## config.mk

```make
export PLATFORM = sky130hd
export DESIGN_NAME = ext_cfg_load
export DESIGN_NICKNAME = d
export VERILOG_FILES = /design/src/ext_cfg_pkg.sv /design/src/ext_cfg_decode.sv /design/src/ext_cfg_load.sv
export SDC_FILE = /design/constraint.sdc
export NUM_CORES = 1
export LEC_CHECK = 0
export ABC_CLOCK_PERIOD_IN_PS = 5450
export BUFFER_PORTS_ARGS = -buffer_cell sky130_fd_sc_hd__buf_2
export CAP_MARGIN = 0
export CORE_MARGIN = 2
export CORE_UTILIZATION = 48
export CTS_CLUSTER_SIZE = 24
export DETAILED_ROUTE_END_ITERATION = 10
export PLACE_DENSITY = 0.85
export SETUP_SLACK_MARGIN = 0.4
export SLEW_MARGIN = 20
export SYNTH_ARGS = -nofsm -noshare
export SYNTH_HDL_FRONTEND = slang
export SYNTH_HIERARCHICAL = 1
export SYNTH_SLANG_ARGS = --single-unit
```

## constraint.sdc

```tcl
create_clock -name SYS_CLK -period 5.45 [get_ports SYS_CLK]
set_input_delay 0.8175 -clock SYS_CLK [delete_from_list [all_inputs] [get_ports SYS_CLK]]
set_output_delay 0.8175 -clock SYS_CLK [all_outputs]
set_load 0.01 [all_outputs]
```

## src/ext_cfg_pkg.sv

```systemverilog
// package for the extended configuration load block
// assumes a single 40 MHz device clock and pins sampled on its rising edge
package ext_cfg_pkg;
  // ------------------------------------------------------------
  // widths and field positions
  // ------------------------------------------------------------
  localparam int ADDR_W = 13;
  localparam int BANK_W = 2;
  localparam int DLL_BIT = 0;
  localparam int DRIVE_BIT = 1;
  localparam int BANK_LO_BIT = 0;
  // ------------------------------------------------------------
  // timing
  // ------------------------------------------------------------
  localparam int CLK_PERIOD_PS = 25000;
  localparam int LOAD_CYCLES = 2;
  localparam logic [1:0] BUSY_LOAD = 2'h2;
  // ------------------------------------------------------------
  // wishbone register map (byte addresses)
  // ------------------------------------------------------------
  localparam logic [7:0] OFS_CONFIG = 8'h00;
  localparam logic [7:0] OFS_STATUS = 8'h04;
  localparam logic [7:0] OFS_COUNT = 8'h08;
  localparam logic [7:0] OFS_CTRL = 8'h0c;
  localparam logic [31:0] RST_CTRL = 32'h00000001;
  localparam logic [15:0] RST_COUNT = 16'h0000;
endpackage : ext_cfg_pkg

```

## src/ext_cfg_decode.sv

```systemverilog
// command decoder for the extended configuration load
// assumes command pins are already synchronous to the device clock
`timescale 1ns/1ps
module ext_cfg_decode (
  input wire logic cs_n, // chip select, active low
  input wire logic row_n, // row strobe, active low
  input wire logic col_n, // column strobe, active low
  input wire logic wr_n, // write strobe, active low
  input wire logic clock_gate, // clock gate input level
  input wire logic bank_sel_lo, // low bank-select bit
  output logic load_hit // decoded load command
);
  // ------------------------------------------------------------
  // decode
  // ------------------------------------------------------------
  // all strobes low plus bank_sel_lo and clock_gate high
  always_comb begin
    load_hit = ~cs_n & ~row_n & ~col_n & ~wr_n & bank_sel_lo & clock_gate;
  end
endmodule : ext_cfg_decode

```

## src/ext_cfg_load.sv

```systemverilog
// extended configuration register load path of a ddr memory device
// assumes the controller precharges all banks before loading
`timescale 1ns/1ps
module ext_cfg_load #(
  parameter int ADDR_W = ext_cfg_pkg::ADDR_W,
  parameter int BANK_W = ext_cfg_pkg::BANK_W
) (
  input wire logic SYS_CLK, // 40 MHz device clock
  input wire logic RST_N, // async reset, active low
  input wire logic CLK_EN, // clock enable, freezes state when low
  input wire logic CS_N, // chip select, active low
  input wire logic ROW_N, // row strobe, active low
  input wire logic COL_N, // column strobe, active low
  input wire logic WR_N, // write strobe, active low
  input wire logic CLOCK_GATE_IN, // clock gate level
  input wire logic [ADDR_W-1:0] ADDR, // address pins
  input wire logic [BANK_W-1:0] BANK_SEL, // bank-select pins
  output logic DLL_ENABLE, // delay-lock loop enabled
  output logic WEAK_DRIVE, // weak output drive selected
  output logic CFG_BUSY, // load still completing
  output logic CFG_VALID, // register loaded at least once
  input wire logic [31:0] WB_ADR_I, // wishbone address
  input wire logic [31:0] WB_DAT_I, // wishbone write data
  output logic [31:0] WB_DAT_O, // wishbone read data
  input wire logic WB_WE_I, // wishbone write enable
  input wire logic [3:0] WB_SEL_I, // wishbone byte selects
  input wire logic WB_CYC_I, // wishbone cycle
  input wire logic WB_STB_I, // wishbone strobe
  output logic WB_ACK_O, // wishbone acknowledge
  output logic WB_ERR_O // wishbone error for unmapped address
);
  localparam int CFG_W = ADDR_W + BANK_W;

  // ------------------------------------------------------------
  // state and signals
  // ------------------------------------------------------------
  typedef enum logic [1:0] {
    ST_IDLE = 2'b01,
    ST_BUSY = 2'b10
  } load_state_type;

  load_state_type state_reg, state_next;
  logic [CFG_W-1:0] cfg_reg, cfg_next;
  logic valid_reg, valid_next;
  logic [1:0] busy_cnt_reg, busy_cnt_next;
  logic [15:0] load_cnt_reg, load_cnt_next;
  logic [31:0] ctrl_reg, ctrl_next;
  logic ack_reg, ack_next;
  logic err_reg, err_next;
  logic [31:0] rdata_reg, rdata_next;
  logic load_hit;
  logic cmd_take;
  logic wb_req;
  logic [7:0] wb_ofs;

  // ------------------------------------------------------------
  // command decode
  // ------------------------------------------------------------
  ext_cfg_decode u_decode (
    .cs_n(CS_N),
    .row_n(ROW_N),
    .col_n(COL_N),
    .wr_n(WR_N),
    .clock_gate(CLOCK_GATE_IN),
    .bank_sel_lo(BANK_SEL[ext_cfg_pkg::BANK_LO_BIT]),
    .load_hit(load_hit)
  );

  // software can mask the pin command through ctrl bit 0
  assign cmd_take = load_hit & ctrl_reg[0];

  // merges a byte-enabled write into an old word
  function automatic logic [31:0] byte_merge(input logic [31:0] old_w,
                                             input logic [31:0] new_w,
                                             input logic [3:0] sel);
    logic [31:0] res;
    res = old_w;
    for (int i = 0; i < 4; i++) begin
      if (sel[i]) begin
        res[8*i +: 8] = new_w[8*i +: 8];
      end
    end
    return res;
  endfunction : byte_merge

  // ------------------------------------------------------------
  // load path next state
  // ------------------------------------------------------------
  // a reload during busy restarts the two-cycle window with new data
  always_comb begin
    state_next = state_reg;
    cfg_next = cfg_reg;
    valid_next = valid_reg;
    busy_cnt_next = busy_cnt_reg;
    load_cnt_next = load_cnt_reg;
    unique case (state_reg)
      ST_IDLE: begin
      end
      ST_BUSY: begin
        if (busy_cnt_reg == 2'h1) begin
          state_next = ST_IDLE;
          busy_cnt_next = 2'h0;
        end else begin
          busy_cnt_next = busy_cnt_reg - 2'h1;
        end
      end
    endcase
    if (cmd_take) begin
      cfg_next = {BANK_SEL, ADDR};
      valid_next = 1'b1;
      state_next = ST_BUSY;
      busy_cnt_next = ext_cfg_pkg::BUSY_LOAD;
      load_cnt_next = load_cnt_reg + 16'h0001;
    end
  end

  // registers of the load path; the config word itself has no reset value
  always_ff @(posedge SYS_CLK or negedge RST_N) begin
    if (!RST_N) begin
      state_reg <= ST_IDLE;
      valid_reg <= 1'b0;
      busy_cnt_reg <= 2'h0;
      load_cnt_reg <= ext_cfg_pkg::RST_COUNT;
    end else if (CLK_EN) begin
      state_reg <= state_next;
      valid_reg <= valid_next;
      busy_cnt_reg <= busy_cnt_next;
      load_cnt_reg <= load_cnt_next;
    end
  end

  // config word left unreset on purpose: its content is undefined until loaded
  always_ff @(posedge SYS_CLK) begin
    if (CLK_EN) begin
      cfg_reg <= cfg_next;
    end
  end

  // ------------------------------------------------------------
  // decoded outputs
  // ------------------------------------------------------------
  // DLL_ENABLE and WEAK_DRIVE gated by valid so an unloaded register drives known zeros
  always_comb begin
    DLL_ENABLE = valid_reg & ~cfg_reg[ext_cfg_pkg::DLL_BIT];
    WEAK_DRIVE = valid_reg & cfg_reg[ext_cfg_pkg::DRIVE_BIT];
    CFG_BUSY = (state_reg == ST_BUSY);
    CFG_VALID = valid_reg;
  end

  // ------------------------------------------------------------
  // wishbone slave
  // ------------------------------------------------------------
  assign wb_req = WB_CYC_I & WB_STB_I & ~ack_reg & ~err_reg;
  assign wb_ofs = WB_ADR_I[7:0];

  // one wait state: answer in the cycle after the request is seen
  always_comb begin
    ack_next = 1'b0;
    err_next = 1'b0;
    rdata_next = rdata_reg;
    ctrl_next = ctrl_reg;
    if (wb_req) begin
      ack_next = 1'b1;
      rdata_next = 32'h00000000;
      unique case (wb_ofs)
        ext_cfg_pkg::OFS_CONFIG: begin
          rdata_next[CFG_W-1:0] = valid_reg ? cfg_reg : '0;
        end
        ext_cfg_pkg::OFS_STATUS: begin
          rdata_next[1:0] = {CFG_BUSY, valid_reg};
        end
        ext_cfg_pkg::OFS_COUNT: begin
          rdata_next[15:0] = load_cnt_reg;
        end
        ext_cfg_pkg::OFS_CTRL: begin
          rdata_next = ctrl_reg;
          if (WB_WE_I) begin
            ctrl_next = byte_merge(ctrl_reg, WB_DAT_I, WB_SEL_I) & 32'h00000001;
          end
        end
        default: begin
          ack_next = 1'b0;
          err_next = 1'b1;
        end
      endcase
      if (WB_WE_I) begin
        rdata_next = 32'h00000000;
      end
    end
  end

  // bus registers
  always_ff @(posedge SYS_CLK or negedge RST_N) begin
    if (!RST_N) begin
      ack_reg <= 1'b0;
      err_reg <= 1'b0;
      rdata_reg <= 32'h00000000;
      ctrl_reg <= ext_cfg_pkg::RST_CTRL;
    end else if (CLK_EN) begin
      ack_reg <= ack_next;
      err_reg <= err_next;
      rdata_reg <= rdata_next;
      ctrl_reg <= ctrl_next;
    end
  end

  assign WB_ACK_O = ack_reg;
  assign WB_ERR_O = err_reg;
  assign WB_DAT_O = rdata_reg;
endmodule : ext_cfg_load

```

==> results.md, run 1 <==
Status:
- The flow ran to the end, and the final reports show no timing, DRC or antenna violations.

Die:
- The effective utilization at floorplan is 0.492.
- Measured along the x axis, the die boundary spans 76.2 um.
- The initialized floorplan defines 26 standard-cell rows.
- Measured along the y axis, the die boundary spans 76.2 um.
- The die covers 5800 sq um.
- The core area is 5070 sq um.
- 132 I/O pins were placed.

Detailed routing:
- The residual DRC count is 0.
- The remaining antenna violation count after routing is 0.
- The overall via count from detail_route is 1744.
- The first TritonRoute pass finished after 4 iterations.
- The vias per cell is 5.06.
- The detailed router finished its first iteration with 148 violations.
- The routed wire length is 4.58 mm.
- Dividing the detail-routed wire length by the instance count gives 13.3 um.

Synthesis:
- The Yosys step of the flow raised 6 warnings.
- The netlist uses 44 different library cells.
- The sequential cell area fraction in the yosys report is 0.582.
- The proportion of synthesized flip-flops having asynchronous set or reset is 0.727.
- The synthesized netlist cell count is 219.
- The mapped netlist covers 2500 sq um.
- The portion of synthesized area spent on multiplexers is 0.00451.
- The synthesized-area fraction occupied by adder cells is 0.0100.
- Of the total synthesized cell area, the portion taken by XOR and XNOR cells is 0.0526.
- The commonest register cell after synthesis is sky130_fd_sc_hd__dfrtp_1.
- The post-synthesis average cell area is 11.4 sq um.
- The area fraction in and, or, nand and nor cells after synthesis is 0.164.
- The number of flops mapped to enable cells by yosys is 15.
- The compound-cell area share of the yosys netlist was 0.102.
- The register bit count reported by yosys is 55.
- The main combinational cell family by area after synthesis is simple AND/OR/NAND/NOR gates.

Timing:
- The total count of max-transition violations in the final report is 0.
- The slew at the pin with the worst max-slew slack is 866 ps.
- The worst clock skew on the final layout is 7.38 ps.
- The final period demand of the worst path is 2700 ps.
- The final critical-path share of the clock period is 0.496.
- The final setup slack of the worst path is 2750 ps.
- The maximum clock frequency is 0.370 GHz.
- Headroom to the max-slew limit came out at 0.422.
- Setup violations remaining at the end of the flow were counted as 0.
- Setup total negative slack on the finished layout was measured at 0 ps.
- The hold violation count in the final report came to 0.
- Setup repair after global routing left no endpoint under its margin.

Worst setup path:
- The worst register-to-register path begins at ctrl_reg[0]$_DFFE_PN1P_.
- The critical path in this run is classified as in2reg.
- The required time of the critical path is 5640 ps.
- The largest single stage delay on the critical path is 580 ps.
- The worst reg2reg path depth is 5.
- Data on the critical path arrives at its endpoint at 2890 ps.
- Walking the worst path, the cells encountered are buf_2 > nand4bb_1 > nor3_2 > nand3_2 > inv_1 > and4_1 > nand3_1 > xnor2_1.
- In this run the register-to-register setup slack is 3290 ps.
- The endpoint of the worst-slack reg-to-reg timing path is load_cnt_reg[15]$_DFFE_PN0P_.
- Along the worst path, the maximum fanout reaches 20.
- The category of the worst setup path capture point is a flip-flop.
- The master of the slowest instance on the critical path is sky130_fd_sc_hd__inv_1.
- The kind of start point of the critical path is an input port.

Power:
- The internal power of the cells totals 526 uW.
- The switching portion of total power is 0.216.
- Dividing total power by cell area gives a power density of 238 nW/um^2.
- Power comes to 671 uW.
- Of the total power, combinational logic draws 0.052.
- The fraction of power consumed by the clock network is 0.315.
- The switching power of the nets is 145 uW.
- The analysis attributes to cell leakage a power of 0.00130 uW.
- The fraction of power consumed by sequential logic is 0.633.
- The worst supply voltage drop on vdd is 0.138 mV.

Cells and area:
- The area added between synthesis and finish is 12.8%.
- The area used by sequential logic in the layout is 1450 sq um.
- The finished layout holds 345 standard cells, fillers aside.
- The repair_antennas step left the layout with diodes totalling 0.
- The proportion of layout cells with a drive suffix above 1 is 0.265.
- The number of nets in the layout is 370.
- Fill cells in the final layout number 455.
- The post-route standard cell area excluding fillers is 2820 sq um.
- The area of combinational cells with multiple inputs is 892 sq um.

GRT:
- Across every metal layer, demand over resource in global routing totals 0.162.
- The aggregate global routing overflow is 0.
- The global-route wire length before repair is 7.47 mm.
- The maximum number of pins on one net before global-route repair is 41.
- The initial antenna violation count is 0.
- The via count of the first global-routing pass is 1571.

Clocking:
- At the later pin of the worst-skew pair, clock insertion delay measures 300 ps.
- Clock-pin slew was measured on the worst setup and hold paths at 90 ps.
- The post-cts sizing count is 0.
- The clock net sink count is 55.
- TritonCTS built the clock tree.
- The number of setup buffers added after CTS is 0.
- The maximum clock path buffer count is 2.
- The clock tree synthesis step divided the H-tree into 2 levels.
- The total CTS buffers is 5.
- The root cell of the clock tree is sky130_fd_sc_hd__clkbuf_8.
- The total of hold buffers inserted after clock tree synthesis is 0.

Place:
- Buffers placed on the I/O ports in this run total 57.
- The total half-perimeter wirelength after legalization and detailed placement is 3.42 mm.
- After detailed placement, the total cell area comes to 2740 sq um.
- At the end of routability-driven placement, the weighted congestion stood at 0.818.
- Prior to clock tree synthesis, the placed netlist has a worst setup slack of 2380 ps.
- The cell count after placement is 337.

Worst hold path:
- In this run the most critical hold path is launched from WB_DAT_O[9]$_DFFE_PN0P_.
- The path class of the tightest hold or removal check is reg2reg.
- For hold timing, the worst endpoint is WB_DAT_O[9]$_DFFE_PN0P_.
- The worst hold path passes through 2 cells.

Run:
- The number of maximum-capacitance violations is 0.
-- cell type report --
cell class                 instances  area share
timing repair buffer              57       0.101
clock inverter                     1     0.00178
inverter                           5     0.00666
sequential                        55       0.516
tap                               70      0.0311
multi-input combinational        150       0.316
clock buffer                       7      0.0271
-- power groups by stage --
stage                     combinational [uW]  sequential, uW  clock [uW]
after global routing                    39.8             425         232
final                                   35.2             425         211
after floorplan                         23.5             433           0
after CTS                               35.6             425         218
after global placement                  34.6             433           0
after detailed placement                35.6             433           0
-- metal layers --
layer | vias up | GRT usage | routed length [um]
met1 | 838 | 0.232 | 2080
met4 | 0 | 0.0509 | 24
met3 | 3 | 0.0273 | 246
met5 | - | 0 | 0
met2 | 57 | 0.254 | 2230
li1 | 846 | - | -
-- layout by cell type (no fill, tap or decap), drive strengths merged --
| master | count |
|---|---|
| clkinv | 1 |
| a211oi | 1 |
| nor3 | 2 |
| nor4 | 2 |
| nand3 | 9 |
| o41ai | 1 |
| a31oi | 1 |
| conb | 16 |
| o22ai | 1 |
| nand4bb | 1 |
| and2 | 2 |
| a22oi | 12 |
| inv | 5 |
| nand3b | 1 |
| nand2 | 37 |
| ha | 2 |
| buf | 57 |
| nor2 | 7 |
| xor2 | 2 |
| mux2 | 1 |
| o31ai | 1 |
| xnor2 | 13 |
| nand4 | 5 |
| dfrtp | 38 |
| o21ai | 16 |
| and3 | 1 |
| or4 | 2 |
| o2bb2ai | 2 |
| nor2b | 3 |
| edfxtp | 15 |
| dfstp | 2 |
| clkbuf | 7 |
| a22o | 1 |
| nand2b | 2 |
| and4 | 3 |
| a21oi | 3 |
-- cell families after synthesis --
| kind of cell | after synthesis |
|---|---|
| buffers and inverters | 29 |
| other | 1 |
| multiplexers | 1 |
| XOR/XNOR | 15 |
| adder cells (fa/ha/maj) | 2 |
| flip-flops | 55 |
| AND/OR/NAND/NOR | 77 |
| AO/OA/AOI/OAI | 39 |
-- metrics by stage --
step / hold WS, ps / utilization
global placement: 453 / 0.539
floorplan: 445 / -
detailed placement: 470 / 0.539
global route: 514 / 0.555
finish: 482 / 0.555
CTS: 491 / 0.555
-- worst max-delay path: cells and delay by family --
family / cells / cell delay, ps
simple gates: 5 / 1230
buf+inv: 2 / 690
xor+xnor: 1 / 150
-- cells in the mapped netlist, types with 3 or more instances --
library cell	count	area (sq um)
sky130_fd_sc_hd__a21oi_1	3	15.0
sky130_fd_sc_hd__a22oi_1	12	90.1
sky130_fd_sc_hd__and4_1	3	26.3
sky130_fd_sc_hd__buf_4	16	120
sky130_fd_sc_hd__buf_6	5	56.3
sky130_fd_sc_hd__dfrtp_1	38	951
sky130_fd_sc_hd__edfxtp_1	15	450
sky130_fd_sc_hd__inv_1	5	18.8
sky130_fd_sc_hd__nand2_1	37	139
sky130_fd_sc_hd__nand3_1	8	40.0
sky130_fd_sc_hd__nand4_1	4	25.0
sky130_fd_sc_hd__nor2_1	7	26.3
sky130_fd_sc_hd__nor2b_1	3	18.8
sky130_fd_sc_hd__o21ai_0	6	30.0
sky130_fd_sc_hd__o21ai_1	8	40.0
sky130_fd_sc_hd__xnor2_1	13	114
-- how the worst max path moves through the flow --
stage / from / to / slack [ps] / cells past startpoint
6_report: WR_N / load_cnt_reg[15]$_DFFE_PN0P_ / 2750 / 8
4_1_cts: WR_N / load_cnt_reg[15]$_DFFE_PN0P_ / 2700 / 8
3_3_place_gp: WR_N / load_cnt_reg[15]$_DFFE_PN0P_ / 2440 / 8
5_1_grt: WR_N / load_cnt_reg[15]$_DFFE_PN0P_ / 2560 / 8
3_5_place_dp: WR_N / load_cnt_reg[15]$_DFFE_PN0P_ / 2380 / 8
2_1_floorplan: COL_N / load_cnt_reg[7]$_DFFE_PN0P_ / 2970 / 8
Power figures use the tool's default switching activity.
==> inputs of run 2 (changes only) <==
- ABC_CLOCK_PERIOD_IN_PS: 5450 -> 2400
- CORE_UTILIZATION: 48 -> 40
- PLACE_DENSITY: 0.85 -> 0.75
- clock period: 5.45 -> 2.4 ns (I/O delays scaled with it)
==> run 2 against run 1 <==
Clock skew is 6.0 ps higher. Critical path depth is 4 lower. Total power is 130% higher. Final area is 1.6% higher. Largest power group unchanged. Largest cell class unchanged. Utilization is 7.8 points lower. Via count is 0.52% lower. Routed wire length is 3.0% higher. Cell count is 2.3% higher. Critical endpoint is now WB_DAT_O[13]$_DFFE_PN0P_. Non-clock buffer count is 3 higher. Setup slack worse by 2000 ps.
==> results.md, run 2 (same netlist as run 1, synthesis figures left out) <==
Die:
- The initial utilization of the core area, before any placement, comes to 0.417.
- The floorplan die area is 6890 sq um.
- In this run the vertical extent of the chip is 83.0 um.
- For this design the top-level I/O count stands at 132.
- The core region is 5990 sq um.
- The row count is 28.
- The width of the die is 83.0 um.

GRT:
- The initial antenna violation count is 0.
- After global routing the overflow that remains totals 0.
- The global-route wire length before repair is 7.84 mm.
- The via count of the first global-routing pass is 1625.
- The global-route total usage across every layer is 0.141.
- Entering global routing, the biggest net connects 41 pins.

Timing:
- The worst max-slew margin expressed relative to the limit is 0.422.
- The worst clock skew on the final layout is 13.4 ps.
- The total of endpoints with negative setup slack in the final report is 0.
- The maximum clock frequency is 0.596 GHz.
- Across all setup checks in the final design, the least slack found is 722 ps.
- The total count of max-transition violations in the final report is 0.
- Subtracting the final worst setup slack from the clock period gives 1680 ps.
- The slew at the pin with the worst max-slew slack is 866 ps.
- For the final routed database, the setup TNS stands at 0 ps.
- Of the available clock period, the critical path in the final layout requires 0.699.
- Setup repair after global routing left no endpoint under its margin.
- The hold violation count in the final report is 0.

Cells and area:
- The most common library cell in the layout ignoring fill and taps is sky130_fd_sc_hd__buf_2.
- At the end of the flow, the number of nets in the layout was 373.
- Compared with the post-synthesis result, the final layout area differs by 14.6%.
- The antenna diode instance count is 0.
- The number of fill cells in the layout is 549.
- The proportion of layout cells with a drive suffix above 1 is 0.281.
- In the layout the commonest cells are sky130_fd_sc_hd__buf_2 (57), sky130_fd_sc_hd__dfrtp_1 (38), sky130_fd_sc_hd__nand2_1 (37).

Detailed routing:
- The first routing iteration left 169 violations.
- The count of nets left with antenna violations once routing finished came out at 0.
- The overall via count from detail_route is 1735.
- The first-pass iteration count of the detailed router is 4.
- After detailed routing, the number of remaining DRC violations is 0.
- The vias per cell is 4.92.
- The per-cell routed wire length is 13.4 um.
- The final layout contains routed wiring with a total length of 4.72 mm.

Run:
- The tool flagged a number of max-cap violations equal to 0.

Power:
- The worst supply voltage drop on vdd is 0.266 mV.
- The completed layout was analyzed and its total power is 1560 uW.
- The analysis attributes to cell leakage a power of 0.00131 uW.
- Dividing total power by cell area gives a power density of 546 nW/um^2.

Clocking:
- The post-CTS clock slew at the launch and capture registers of the worst setup and hold paths is 100 ps.
- The maximum clock path buffer count is 2.
- The post-cts sizing count is 0.
- The later pin in the worst-skew pair is clocked with a latency of 300 ps.
- The H-tree generated during clock tree synthesis spans 2 levels.
- The number of hold buffers added after CTS was 0.
- The post-CTS setup buffer count is 0.
- For this design, the sink count on the clock tree is 55.
- TritonCTS built the clock tree.
- Clock tree synthesis selected as its root buffer the cell sky130_fd_sc_hd__clkbuf_8.
- The total CTS buffers is 5.

Worst setup path:
- The category of the critical setup timing path is reg2reg.
- Traced cell by cell, the critical path runs through nor2_1 > nand4_4 > or4_4 > o21ai_0.
- The largest stage delay on the critical path is 640 ps.
- The master of the slowest instance on the critical path is sky130_fd_sc_hd__or4_4.
- The category of the worst setup path capture point is a flip-flop.
- In this run the worst path has a maximum fanout of 14.
- Data on the critical path arrives at its endpoint at 1910 ps.
- The number of buffers and inverters on the critical path is 0.
- The required time of the critical path is 2630 ps.
- The kind of start point of the critical path is a flip-flop.
- The family of cells with the greatest summed delay on the critical path is simple AND/OR/NAND/NOR gates.

Place:
- The total half-perimeter wirelength after legalization and detailed placement is 3.56 mm.
- The post-place setup slack is 416 ps.
- Port buffering added 57 buffers.
- The congestion estimate from routability-driven global placement came to 0.839.

Status:
- The flow ran to the end, and the final reports show no timing, DRC or antenna violations.

Worst hold path:
- The path category of the worst min-delay check is in2async.
-- run 2: cell count changes in the layout (fill, tap and decap cells not counted) --
cell / change
sky130_fd_sc_hd__buf_4: +3
sky130_fd_sc_hd__clkbuf_1: -2
sky130_fd_sc_hd__clkbuf_8: +1
sky130_fd_sc_hd__clkinv_1: +1
sky130_fd_sc_hd__clkinv_2: -1
sky130_fd_sc_hd__clkinvlp_4: +1
sky130_fd_sc_hd__inv_1: -1
sky130_fd_sc_hd__inv_4: +1
-- run 2: final timing paths --
kind / from / end / cells past startpoint / slack [ps]
max: WB_ACK_O$_DFFE_PN0P_ / WB_DAT_O[13]$_DFFE_PN0P_ / 4 / 720
min: RST_N / load_cnt_reg[0]$_DFFE_PN0P_ / 1 / 160
max reg2reg: WB_ACK_O$_DFFE_PN0P_ / WB_DAT_O[13]$_DFFE_PN0P_ / 4 / 720
min reg2reg: WB_DAT_O[12]$_DFFE_PN0P_ / WB_DAT_O[12]$_DFFE_PN0P_ / 2 / 480
max in group asynchronous: RST_N / load_cnt_reg[11]$_DFFE_PN0P_ / 1 / 1690
min in group SYS_CLK: ADDR[8] / cfg_reg[8]$_DFFE_PP_ / 1 / 220
-- run 2: per-layer routing --
layer | part of all wire | global-route usage
met4 | 0.016 | 0.0671
met3 | 0.048 | 0.0239
met1 | 0.44 | 0.182
met5 | 0 | 0
met2 | 0.50 | 0.230
-- run 2: area by class of cell --
| type | instances | area [sq um] | share of cell area |
|---|---|---|---|
| flip-flops and latches | 55 | 1450 | 0.508 |
| clock inverters | 2 | 10.0 | 0.00350 |
| well taps | 75 | 93.8 | 0.0328 |
| inverters | 5 | 22.5 | 0.00787 |
| clock buffers | 6 | 82.6 | 0.0288 |
| repair buffers | 60 | 308 | 0.108 |
| multi-input cells | 150 | 892 | 0.312 |
-- run 2: metrics by stage --
step | instances | hold WS [ps] | cell area (sq um) | util
finish | 353 | 157 | 2860 | 0.478
floorplan | 234 | 64.4 | 2560 | -
CTS | 353 | 198 | 2860 | 0.478
detailed placement | 345 | 466 | 2770 | 0.462
global route | 353 | 208 | 2860 | 0.478
global placement | 345 | 459 | 2770 | 0.462
-- run 2: power breakdown --
part	total [uW]	switching [uW]	internal (uW)
logic	80.9	53.5	27.4
clock network	518	286	232
registers	964	1.41	963
